--- src/logic/spi_frame_pkg.sv ---
/*
 * Shared constants of the serial frame slave: frame geometry, bit counter
 * width, buffer depth, state codes and the response sent after reset.
 * Assumes nothing of its surroundings; both design files import it.
 */
package spi_frame_pkg;

    localparam int FRAME_W = 16;
    localparam int CNT_W = 10;
    localparam logic [9:0] MIN_BITS = 10'h010;
    localparam int GRAIN_LSB = 3;
    localparam int BUF_DEPTH = 2;
    localparam int BUF_IDX_W = 1;

    // arbitrary marker pattern, not tied to any part
    localparam logic [15:0] SPECIAL_FRAME = 16'hA5C3;
    localparam logic [15:0] FRAME_ZERO = 16'h0000;
    localparam logic [9:0] CNT_ZERO = 10'h000;
    localparam logic [9:0] CNT_ONE = 10'h001;
    localparam logic [9:0] CNT_MAX = 10'h3FF;

    typedef enum logic [1:0] {
        ST_IDLE = 2'b01,
        ST_SHIFT = 2'b10
    } link_state_t;

endpackage

--- src/logic/hold_buffer.sv ---
/*
 * Two-entry word buffer with valid/ready on both sides.
 * Assumes one clock and an asynchronous active-low reset; the filling side
 * holds its word and valid until ready is seen.
 */
`timescale 1ns/1ps

module hold_buffer #(
    parameter int WIDTH = 16,
    parameter int DEPTH = 2,
    parameter int IDX_W = 1
) (
    input wire logic CLK,
    input wire logic ARST_N,
    input wire logic IN_VALID,
    output logic IN_READY,
    input wire logic [WIDTH-1:0] IN_DATA,
    output logic OUT_VALID,
    input wire logic OUT_READY,
    output logic [WIDTH-1:0] OUT_DATA
);
    import spi_frame_pkg::*;

    logic [WIDTH-1:0] mem_q [DEPTH];
    logic [IDX_W-1:0] wr_q;
    logic [IDX_W-1:0] rd_q;
    logic [IDX_W:0] fill_q;
    logic push;
    logic pop;

    function automatic logic [IDX_W-1:0] next_idx(input logic [IDX_W-1:0] idx);
        next_idx = (int'(idx) == DEPTH - 1) ? '0 : IDX_W'(int'(idx) + 1);
    endfunction

    assign IN_READY = (int'(fill_q) < DEPTH);
    assign OUT_VALID = (fill_q != '0);
    assign OUT_DATA = mem_q[rd_q];
    assign push = IN_VALID && IN_READY;
    assign pop = OUT_VALID && OUT_READY;

    always_ff @(posedge CLK or negedge ARST_N) begin
        if (!ARST_N) begin
            for (int i = 0; i < DEPTH; i++) begin
                mem_q[i] <= '0;
            end
        end else if (push) begin
            mem_q[wr_q] <= IN_DATA;
        end
    end

    always_ff @(posedge CLK or negedge ARST_N) begin
        if (!ARST_N) begin
            wr_q <= '0;
            rd_q <= '0;
            fill_q <= '0;
        end else begin
            if (push) begin
                wr_q <= next_idx(wr_q);
            end
            if (pop) begin
                rd_q <= next_idx(rd_q);
            end
            if (push && !pop) begin
                fill_q <= fill_q + 1'b1;
            end else if (pop && !push) begin
                fill_q <= fill_q - 1'b1;
            end
        end
    end

endmodule

--- src/logic/spi_frame_slave.sv ---
/*
 * Serial frame slave: samples chip select, serial clock and serial input
 * with the system clock, shifts frames MSB first, checks the bit count and
 * hands accepted frames to a two-entry buffer.
 * Assumes CLK well above the link clock (160 ns link period in the bench)
 * and a downstream consumer of FRAME_DATA on the same clock.
 */
`timescale 1ns/1ps

module spi_frame_slave (
    input wire logic CLK,
    input wire logic ARST_N,
    input wire logic CSN,
    input wire logic SCLK,
    input wire logic SI,
    input wire logic SLEEP,
    input wire logic SOFT_RST,
    input wire logic [spi_frame_pkg::FRAME_W-1:0] RESP_DATA,
    output logic SO,
    output logic SO_OE,
    output logic TRANSMISSION_ERROR_FLAG,
    output logic FRAME_VALID,
    input wire logic FRAME_READY,
    output logic [spi_frame_pkg::FRAME_W-1:0] FRAME_DATA
);
    import spi_frame_pkg::*;

    ////////////////////////////////////////////////////////////////////////
    // pin synchronisers and glitch filter

    logic [2:0] csn_s_q;
    logic [2:0] sclk_s_q;
    logic [2:0] si_s_q;
    logic csn_f_q;
    logic sclk_f_q;
    logic si_f_q;
    logic csn_fall;
    logic csn_rise;
    logic sclk_fall;
    logic sclk_rise;

    always_ff @(posedge CLK or negedge ARST_N) begin
        if (!ARST_N) begin
            csn_s_q <= 3'h7;
            sclk_s_q <= 3'h0;
            si_s_q <= 3'h0;
        end else begin
            csn_s_q <= {csn_s_q[1:0], CSN};
            sclk_s_q <= {sclk_s_q[1:0], SCLK};
            si_s_q <= {si_s_q[1:0], SI};
        end
    end

    // a level counts only once stages two and three agree
    always_ff @(posedge CLK or negedge ARST_N) begin
        if (!ARST_N) begin
            csn_f_q <= 1'b1;
            sclk_f_q <= 1'b0;
            si_f_q <= 1'b0;
        end else begin
            if (csn_s_q[1] == csn_s_q[2]) begin
                csn_f_q <= csn_s_q[2];
            end
            if (sclk_s_q[1] == sclk_s_q[2]) begin
                sclk_f_q <= sclk_s_q[2];
            end
            if (si_s_q[1] == si_s_q[2]) begin
                si_f_q <= si_s_q[2];
            end
        end
    end

    assign csn_fall = (csn_s_q[1] == csn_s_q[2]) && !csn_s_q[2] && csn_f_q;
    assign csn_rise = (csn_s_q[1] == csn_s_q[2]) && csn_s_q[2] && !csn_f_q;
    assign sclk_fall = (sclk_s_q[1] == sclk_s_q[2]) && !sclk_s_q[2] && sclk_f_q;
    assign sclk_rise = (sclk_s_q[1] == sclk_s_q[2]) && sclk_s_q[2] && !sclk_f_q;

    ////////////////////////////////////////////////////////////////////////
    // access state and bit counter

    link_state_t state_q;
    logic [CNT_W-1:0] bit_cnt_q;
    logic sclk_bad_q;
    logic first_q;
    logic transmission_error_flag_q;
    logic [FRAME_W-1:0] sh_q;
    logic so_q;
    logic so_oe_q;
    logic pend_q;
    logic [FRAME_W-1:0] pend_data_q;
    logic buf_ready;
    logic in_shift;
    logic frame_ok;

    function automatic logic len_ok(input logic [CNT_W-1:0] cnt);
        len_ok = (cnt >= MIN_BITS) && (cnt[GRAIN_LSB-1:0] == '0) && (cnt != CNT_MAX);
    endfunction

    assign in_shift = (state_q == ST_SHIFT);
    // sclk high at a chip select edge rejects the access
    assign frame_ok = len_ok(bit_cnt_q) && !sclk_bad_q && !sclk_f_q;

    always_ff @(posedge CLK or negedge ARST_N) begin
        if (!ARST_N) begin
            state_q <= ST_IDLE;
        end else begin
            case (state_q)
                ST_IDLE: begin
                    if (csn_fall && !SLEEP) begin
                        state_q <= ST_SHIFT;
                    end
                end
                ST_SHIFT: begin
                    if (csn_rise) begin
                        state_q <= ST_IDLE;
                    end
                end
                default: begin
                    state_q <= ST_IDLE;
                end
            endcase
        end
    end

    // counter saturates; a saturated count never passes the length check
    always_ff @(posedge CLK or negedge ARST_N) begin
        if (!ARST_N) begin
            bit_cnt_q <= CNT_ZERO;
            sclk_bad_q <= 1'b0;
        end else if (state_q == ST_IDLE) begin
            if (csn_fall && !SLEEP) begin
                bit_cnt_q <= CNT_ZERO;
                sclk_bad_q <= sclk_f_q;
            end
        end else if (sclk_fall && bit_cnt_q != CNT_MAX) begin
            bit_cnt_q <= bit_cnt_q + CNT_ONE;
        end
    end

    ////////////////////////////////////////////////////////////////////////
    // shift register and serial output

    always_ff @(posedge CLK or negedge ARST_N) begin
        if (!ARST_N) begin
            sh_q <= FRAME_ZERO;
        end else if (state_q == ST_IDLE) begin
            if (csn_fall && !SLEEP) begin
                // answer to the previous access, never to this one
                sh_q <= first_q ? SPECIAL_FRAME : RESP_DATA;
            end
        end else if (sclk_fall) begin
            sh_q <= {sh_q[FRAME_W-2:0], si_f_q};
        end
    end

    always_ff @(posedge CLK or negedge ARST_N) begin
        if (!ARST_N) begin
            so_q <= 1'b0;
            so_oe_q <= 1'b0;
        end else if (state_q == ST_IDLE) begin
            so_oe_q <= 1'b0;
            if (csn_fall && !SLEEP) begin
                so_oe_q <= 1'b1;
                so_q <= transmission_error_flag_q | si_f_q;
            end
        end else if (csn_rise) begin
            so_oe_q <= 1'b0;
        end else if (sclk_rise) begin
            so_q <= sh_q[FRAME_W-1];
        end else if (bit_cnt_q == CNT_ZERO && !sclk_f_q) begin
            // lets an error ripple down a daisy chain before any clock
            // count moves only on falls, so the high sclk marks the first rise
            so_q <= transmission_error_flag_q | si_f_q;
        end
    end

    assign SO = so_q;
    assign SO_OE = so_oe_q;

    ////////////////////////////////////////////////////////////////////////
    // end of access: length check, error flag, commit

    always_ff @(posedge CLK or negedge ARST_N) begin
        if (!ARST_N) begin
            first_q <= 1'b1;
        end else if (SOFT_RST) begin
            first_q <= 1'b1;
        end else if (state_q == ST_IDLE && csn_fall && !SLEEP) begin
            first_q <= 1'b0;
        end
    end

    // a frame still waiting for the buffer when the next one ends is an overrun
    always_ff @(posedge CLK or negedge ARST_N) begin
        if (!ARST_N) begin
            transmission_error_flag_q <= 1'b0;
        end else if (in_shift && csn_rise) begin
            transmission_error_flag_q <= !frame_ok || pend_q;
        end
    end

    always_ff @(posedge CLK or negedge ARST_N) begin
        if (!ARST_N) begin
            pend_q <= 1'b0;
            pend_data_q <= FRAME_ZERO;
        end else if (in_shift && csn_rise && frame_ok && !pend_q) begin
            pend_q <= 1'b1;
            pend_data_q <= sh_q;
        end else if (pend_q && buf_ready) begin
            pend_q <= 1'b0;
        end
    end

    assign TRANSMISSION_ERROR_FLAG = transmission_error_flag_q;

    hold_buffer #(
        .WIDTH(FRAME_W),
        .DEPTH(BUF_DEPTH),
        .IDX_W(BUF_IDX_W)
    ) u_frame_buf (
        .CLK(CLK),
        .ARST_N(ARST_N),
        .IN_VALID(pend_q),
        .IN_READY(buf_ready),
        .IN_DATA(pend_data_q),
        .OUT_VALID(FRAME_VALID),
        .OUT_READY(FRAME_READY),
        .OUT_DATA(FRAME_DATA)
    );

    ////////////////////////////////////////////////////////////////////////
    // assertions

    property p_idle_released;
        @(posedge CLK) disable iff (!ARST_N)
        (state_q == ST_IDLE && !csn_fall) |=> !SO_OE;
    endproperty
    a_idle_released: assert property (p_idle_released) else $error("SO driven outside access");

    property p_start_enables;
        @(posedge CLK) disable iff (!ARST_N)
        (state_q == ST_IDLE && csn_fall && !SLEEP) |=> SO_OE && in_shift && bit_cnt_q == CNT_ZERO;
    endproperty
    a_start_enables: assert property (p_start_enables) else $error("access did not start");

    property p_sleep_blocks;
        @(posedge CLK) disable iff (!ARST_N)
        (state_q == ST_IDLE && csn_fall && SLEEP) |=> !SO_OE && state_q == ST_IDLE;
    endproperty
    a_sleep_blocks: assert property (p_sleep_blocks) else $error("transfer started in sleep");

    property p_first_bit;
        @(posedge CLK) disable iff (!ARST_N)
        (state_q == ST_IDLE && csn_fall && !SLEEP) |=> SO == ($past(transmission_error_flag_q) | $past(si_f_q));
    endproperty
    a_first_bit: assert property (p_first_bit) else $error("SO not error OR SI at start");

    property p_out_on_rise;
        @(posedge CLK) disable iff (!ARST_N)
        (in_shift && sclk_rise && !csn_rise) |=> SO == $past(sh_q[FRAME_W-1]);
    endproperty
    a_out_on_rise: assert property (p_out_on_rise) else $error("SO not MSB after rise");

    property p_in_on_fall;
        @(posedge CLK) disable iff (!ARST_N)
        (in_shift && sclk_fall) |=> sh_q[0] == $past(si_f_q) && sh_q[FRAME_W-1] == $past(sh_q[FRAME_W-2]);
    endproperty
    a_in_on_fall: assert property (p_in_on_fall) else $error("SI not shifted on fall");

    property p_out_holds;
        @(posedge CLK) disable iff (!ARST_N)
        (in_shift && !sclk_rise && !csn_rise && !(bit_cnt_q == CNT_ZERO && !sclk_f_q)) |=> $stable(SO);
    endproperty
    a_out_holds: assert property (p_out_holds) else $error("SO moved between rises");

    property p_bad_len;
        @(posedge CLK) disable iff (!ARST_N)
        (in_shift && csn_rise && !len_ok(bit_cnt_q)) |=> TRANSMISSION_ERROR_FLAG && !$rose(pend_q);
    endproperty
    a_bad_len: assert property (p_bad_len) else $error("bad length not flagged");

    property p_commit;
        @(posedge CLK) disable iff (!ARST_N)
        (in_shift && csn_rise && frame_ok && !pend_q) |=>
            pend_q && !TRANSMISSION_ERROR_FLAG && pend_data_q == $past(sh_q);
    endproperty
    a_commit: assert property (p_commit) else $error("valid frame not committed");

    property p_special;
        @(posedge CLK) disable iff (!ARST_N)
        (state_q == ST_IDLE && csn_fall && !SLEEP && first_q && !SOFT_RST) |=> sh_q == SPECIAL_FRAME;
    endproperty
    a_special: assert property (p_special) else $error("first answer not special");

    property p_answer;
        @(posedge CLK) disable iff (!ARST_N)
        (state_q == ST_IDLE && csn_fall && !SLEEP && !first_q) |=> sh_q == $past(RESP_DATA);
    endproperty
    a_answer: assert property (p_answer) else $error("response not loaded at start");

    c_commit: cover property (@(posedge CLK) disable iff (!ARST_N) in_shift && csn_rise && frame_ok);
    c_bad: cover property (@(posedge CLK) disable iff (!ARST_N) in_shift && csn_rise && !frame_ok);
    c_sleep: cover property (@(posedge CLK) disable iff (!ARST_N) csn_fall && SLEEP);
    c_chain: cover property (@(posedge CLK) disable iff (!ARST_N)
        in_shift && csn_rise && frame_ok && bit_cnt_q == 10'h018);

endmodule

--- config.mk ---
export PLATFORM = sky130hd
export DESIGN_NAME = spi_frame_slave
export DESIGN_NICKNAME = d
export VERILOG_FILES = /design/src/logic/spi_frame_pkg.sv /design/src/logic/hold_buffer.sv /design/src/logic/spi_frame_slave.sv
export SDC_FILE = /design/constraint.sdc
export NUM_CORES = 1
export LEC_CHECK = 0
export ABC_AREA = 1
export CORE_ASPECT_RATIO = 1.25
export CORE_MARGIN = 8
export CORE_UTILIZATION = 45
export CTS_CLUSTER_DIAMETER = 200
export DETAILED_ROUTE_END_ITERATION = 10
export DONT_BUFFER_PORTS = 1
export GPL_TIMING_DRIVEN = 1
export PLACE_DENSITY = 0.61
export SLEW_MARGIN = 20
export SYNTH_ARGS = -nofsm -noshare
export SYNTH_HDL_FRONTEND = slang
export SYNTH_SLANG_ARGS = --single-unit
export TNS_END_PERCENT = 20
--- constraint.sdc ---
create_clock -name CLK -period 3 [get_ports CLK]
set_clock_uncertainty 0.05 [all_clocks]
set_input_delay 0.3 -clock CLK [delete_from_list [all_inputs] [get_ports CLK]]
set_output_delay 0.3 -clock CLK [all_outputs]
set_load 0.02 [all_outputs]
# == Word-level counts from Yosys, hierarchy flattened ==
# Cells that the tools add are included.
# op_classes
magnitude_cmp,5
n_addsub,5
n_eq_ne,9
bitwise,3
reduce_logical,51
n_mux,32
# ops
operator,count
$mux 16,8
$bwmux 32,1
$mux 10,3
$logic_and 1x1->1,25
$demux 16 s1,1
$mux 1,14
$reduce_bool 2->1,7
$add 10x1->10 const B,1
$ge 10x5->1 const B,1
$logic_not 1->1,10
$logic_not 10->1,1
$ne 10x10->1 const B,1
$mux 2,4
$reduce_and 2->1,4
$ge 2x2->1 const B,2
$ne 2x2->1 const B,2
$not 1->2,2
$pmux 2 s2,1
$eq 1x1->1,3
$logic_not 3->1,1
$reduce_and 3->1,1
$reduce_bool 3->1,1
$add 1x1->1 const B,2
$add 2x1->2 const B,1
8 further kinds,8
# totals
reg_bits,98
out_inout_bits,20
input_bits,24

# == Logic depth before layout (Yosys ltp) ==
# logic_depth
word_depth,8
ltp_mapped,10
ltp_nobuf,10

# == By module ==
# Synthesis repeated with hierarchy kept, for this count alone.
# unflattened
hier_cells,545
area_unflattened_um2,4704.5
# modules_own_cells
module,n_inst,area_each_um2,cells_each
spi_frame_slave,1,2939.1,348
hold_buffer,1,1765.4,197

# == Worst setup path after synthesis ==
# OpenSTA, ideal clock, no wires.
# synth_path
path_kind,register -> register
start,register bit_cnt_q[0]
end,register pend_data_q[10]
arrival_time_ns,1.510
setup_ns,0.117
path_stages_with_launch,9
path_buffers,1
path_slack_ns,1.322
period_less_slack_ns,1.678
path_cell_list,dfrtp_1 -> inv_1 -> ha_1 -> nand2_1 -> nor4_4 -> nand3_4 -> buf_2 -> nand2_1 -> nand2_1
# synth_between
elab_chain_len,7
# synth_lines
element,line,rtl
from (decl),spi_frame_slave.sv:82,logic [CNT_W-1:0] bit_cnt_q;
from (signal assigned),spi_frame_slave.sv:136,bit_cnt_q <= bit_cnt_q + CNT_ONE;
$ge 10x5->1 or $logic_not 3->1 (tied branches),spi_frame_slave.sv:96,len_ok = (cnt >= MIN_BITS) && (cnt[GRAIN_LSB-1:0] == '0) && (cnt != CNT_MAX);
$logic_and 1x1->1,spi_frame_slave.sv:96,
$logic_and 1x1->1 *,spi_frame_slave.sv:96,
$logic_and 1x1->1 * (2 in a row),spi_frame_slave.sv:101,assign frame_ok = len_ok(bit_cnt_q) && !sclk_bad_q && !sclk_f_q;
$logic_and 1x1->1 * (2 in a row),spi_frame_slave.sv:206,end else if (in_shift && csn_rise && frame_ok && !pend_q) begin
to (signal assigned),spi_frame_slave.sv:208,pend_data_q <= sh_q;
to (decl),spi_frame_slave.sv:90,logic [FRAME_W-1:0] pend_data_q;
# Mark *: on every way between the ends. The rest lies on a longest branch, timed or not.
# A chain may end at the register's enable or synchronous reset.

# == Worst setup path in the final report ==
# layout_path
start,register u_frame_buf.rd_q
end,output FRAME_DATA[3] (netlist name)
# layout_between
elab_chain_len,4
# layout_lines
element,line,rtl
from (decl),hold_buffer.sv:26,logic [IDX_W-1:0] rd_q;
from (signal assigned),hold_buffer.sv:61,rd_q <= next_idx(rd_q);
$not 1->2 (not written as such),hold_buffer.sv:37,assign OUT_DATA = mem_q[rd_q];
$mux 16 (not written as such) (3 in a row),hold_buffer.sv:37,
to (decl),spi_frame_slave.sv:24,output logic [spi_frame_pkg::FRAME_W-1:0] FRAME_DATA
# Every way passes these cells. The select of a mux whose other input is x is not followed.

==> qor.txt <==
YOSYS
----------------------------------------------------------------------------------------------------
Post-Syn Nets                                                                                    562
Post-synthesis async set-or-reset flop share                                                    1.00
EDFF count, synth                                                                                  0
Warnings from Yosys                                                                                0
Netlist area before placement                                                             4470 sq um
Avg Synthesized Cell Area                                                                 8.42 sq um
Number of standard cells after synthesis                                                         531
Share of the synthesized area in the top cell type                                             0.515
Synthesis-stage register bit count                                                                98
Top cells by area in the synthesized netlist                                            sky130_fd_sc_hd__dfrtp_1 (51%), sky130_fd_sc_hd__nand2_1 (15%), sky130_fd_sc_hd__o21ai_0 (5.8%)
Leading area contributor after synthesis                                                sky130_fd_sc_hd__dfrtp_1
Prevailing post-synth register cell                                                     sky130_fd_sc_hd__dfrtp_1
Yosys cell types                                                                                  33
Sequential fraction of the synthesis area                                                      0.550

POWER AND IR DROP
----------------------------------------------------------------------------------------------------
Worst IR drop on VDD                                                                          328 uV
Total leakage power                                                                          2.33 nW
Pwr/cell area                                                                            690 nW/um^2
Total power                                                                                  3.42 mW

TIMING
----------------------------------------------------------------------------------------------------
Number of hold-slack violations in the final timing report                                         0
Tcrit/Tclk final                                                                               0.700
Max-slew violation count                                                                           0
Final total negative setup slack                                                                0 ns
Final Setup Violations                                                                             0
Worst Max-Slew Pin Slew                                                                     0.916 ns
FMAX                                                                                       0.476 GHz
Worst slew margin relative to its limit                                                        0.388
Hold Slack                                                                                0.00772 ns
Period minus WS final                                                                        2.10 ns
RSZ-0062 raised after global routing                                                              no

CLOCK TREE
----------------------------------------------------------------------------------------------------
Clock-pin slew reported for the worst setup and hold paths after clock tree synthesis        0.07 ns
TritonCTS Buffers                                                                                  9
Number of levels in the clock H-tree                                                               3
TritonCTS clock tree                                                                            done
Maximum root-to-sink buffer count                                                                  2
Clock Latency Late Sink                                                                      0.35 ns
Postcts setup bufs                                                                                 0
Clock net sink count                                                                              98
CTS root buffer                                                                         sky130_fd_sc_hd__clkbuf_16

FLOORPLANNING
----------------------------------------------------------------------------------------------------
Floorplan Core Area                                                                       9660 sq um
Placement row count                                                                               40
Initial core utilization                                                                       0.463
Area of the die                                                                          13400 sq um
Die span in y                                                                                 127 um
Floorplan die width                                                                           105 um
Top Ports                                                                                         44

GRT
----------------------------------------------------------------------------------------------------
Initial antenna violation count                                                                    0
Wire length of the first global-routing pass                                                 15.2 mm
Overall overflow remaining after global route                                                      0
Total global routing track utilization                                                         0.138
Number of global-route vias before repair                                                       3172
Largest net degree at the start of global routing                                                 99

ROUTE
----------------------------------------------------------------------------------------------------
Total length of routed wires                                                                 8.81 mm
Post-DR wirelength/cell                                                                      13.4 um
Detailed Routing Iterations Pass 1                                                                 5
Vias/cell                                                                                       4.96
Via count of the routed design                                                                  3264
Number of design-rule violations left by the first detailed-router iteration                     207
Antenna-violating nets left                                                                        0
DR DRC count                                                                                       0

FINAL LAYOUT
----------------------------------------------------------------------------------------------------
Register area                                                                             2460 sq um
Ant diodes                                                                                         0
Ratio of cells with drive above 1 in the final layout                                         0.0789
Area occupied by multi-input gates                                                        1680 sq um
Most frequent cells in the layout                                                       sky130_fd_sc_hd__nand2_1 (178), sky130_fd_sc_hd__dfrtp_1 (92), sky130_fd_sc_hd__inv_1 (53)
Layout overhead on the synthesized area                                                        10.7%
Filler cells                                                                                     927
Layout Nets                                                                                      558
Commonest non-fill, non-tap cell in the layout                                          sky130_fd_sc_hd__nand2_1

WORST SETUP PATH
----------------------------------------------------------------------------------------------------
Worst setup path startpoint                                                             u_frame_buf.rd_q
Largest fanout on the critical path                                                               17
Data arrival time of the critical path                                                       1.75 ns
Critical Path End Type                                                                   output port
Start-to-end type of the worst setup path                                                    reg2out
WP data required                                                                             2.65 ns
RR Startpoint                                                                             csn_s_q[1]
Category of the worst setup path launch point                                              flip-flop
Worst-case reg-to-reg path depth                                                                   6

RUN
----------------------------------------------------------------------------------------------------
Maxcap violations                                                                                  0

OUTCOME
----------------------------------------------------------------------------------------------------
Run status                                                                              finished clean

PLACE
----------------------------------------------------------------------------------------------------
PortBufs                                                                                           0
Post-detail-place hpwl                                                                       5.98 mm
Routability congestion estimate from global placement                                          0.806

MIN PATH
----------------------------------------------------------------------------------------------------
Worst Hold Class                                                                              in2reg
Worst Min Path Start                                                                        SOFT_RST
Min-Delay Path Depth                                                                               1

[path summary, 6_finish.rpt]
check	end	slack, ns
max	FRAME_DATA[3]	0.90
min in group asynchronous	u_frame_buf.mem_q[1]	0.48
min	first_q	0.008
max reg2reg	TRANSMISSION_ERROR_FLAG	0.92
min reg2reg	csn_s_q[1]	0.31
max in group asynchronous	csn_s_q[1]	2.02
[layer usage]
metal	part of all wire	wire, um	track usage	vias up
li1	-	-	-	1683
met1	0.47	4160	0.176	1505
met2	0.44	3870	0.208	62
met3	0.069	607	0.0458	14
met4	0.019	168	0.0631	0
met5	0	0	0	-
[worst max-delay path, stage by stage, from the launching register on]
cell,delay (ns)
sky130_fd_sc_hd__dfrtp_1,0.32
sky130_fd_sc_hd__buf_4,0.22
sky130_fd_sc_hd__clkinv_1,0.48
sky130_fd_sc_hd__nand2_1,0.19
sky130_fd_sc_hd__nand2_1,0.19
[power by group]
part	total, mW	switching, mW	internal (mW)
clock network	1.25	0.512	0.739
registers	1.61	0.132	1.47
logic	0.558	0.391	0.167
total	3.42	1.03	2.38
[through the flow]
step           cell area [sq um]  cells  worst slack [ns]   util
2_1_floorplan               4470    531              1.32      -
5_1_grt                     4950    658             0.717  0.512
6_report                    4950    658             0.900  0.512
4_1_cts                     4940    658             0.760  0.512
3_5_place_dp                4550    637             0.778  0.471
3_3_place_gp                4550    637             0.862  0.471
[synthesized netlist by cell type, types with 3 or more instances]
cell / n
sky130_fd_sc_hd__nand2_1: 178
sky130_fd_sc_hd__dfrtp_1: 92
sky130_fd_sc_hd__inv_1: 53
sky130_fd_sc_hd__o21ai_0: 52
sky130_fd_sc_hd__o21ai_1: 32
sky130_fd_sc_hd__nand3_1: 22
sky130_fd_sc_hd__nand4_1: 19
sky130_fd_sc_hd__nor2_1: 15
sky130_fd_sc_hd__buf_2: 11
sky130_fd_sc_hd__clkbuf_1: 11
sky130_fd_sc_hd__ha_1: 7
sky130_fd_sc_hd__dfstp_2: 6
sky130_fd_sc_hd__inv_2: 6
sky130_fd_sc_hd__xor2_1: 3
[kinds of logic (layout without fill, tap and decap cells)]
family	count (synthesis)	after routing	synth area share
and+or+nand+nor	244	244	0.237
xor gates and xnor gates	5	5	0.00979
buffers and inverters	85	86	0.0764
adders and majority gates	8	8	0.0218
AOI/OAI and AO/OA	91	91	0.105
DFF	98	98	0.550
[sequential cells by signal (all words and copies together) (netlist names), 2 cells and up]
signal              cells
pend_data_q            16
state_q                 2
u_frame_buf.mem_q      32
sclk_s_q                3
sh_q                   16
csn_s_q                 3
bit_cnt_q              10
si_s_q                  3
u_frame_buf.fill_q      2
[what timing repair did]
item,CTS,global route
hold buffers,5,0
hold endpoints to repair,101,0
gates resized for setup,0,0
[cell type report]
cell class	count	area share
tap	126	0.0319
clock inverter	7	0.0205
multi-input combinational	348	0.339
sequential	98	0.497
inverter	61	0.0463
clock buffer	9	0.0455
timing repair buffer	9	0.0197
Note: power is estimated with default switching activity, not from simulation.
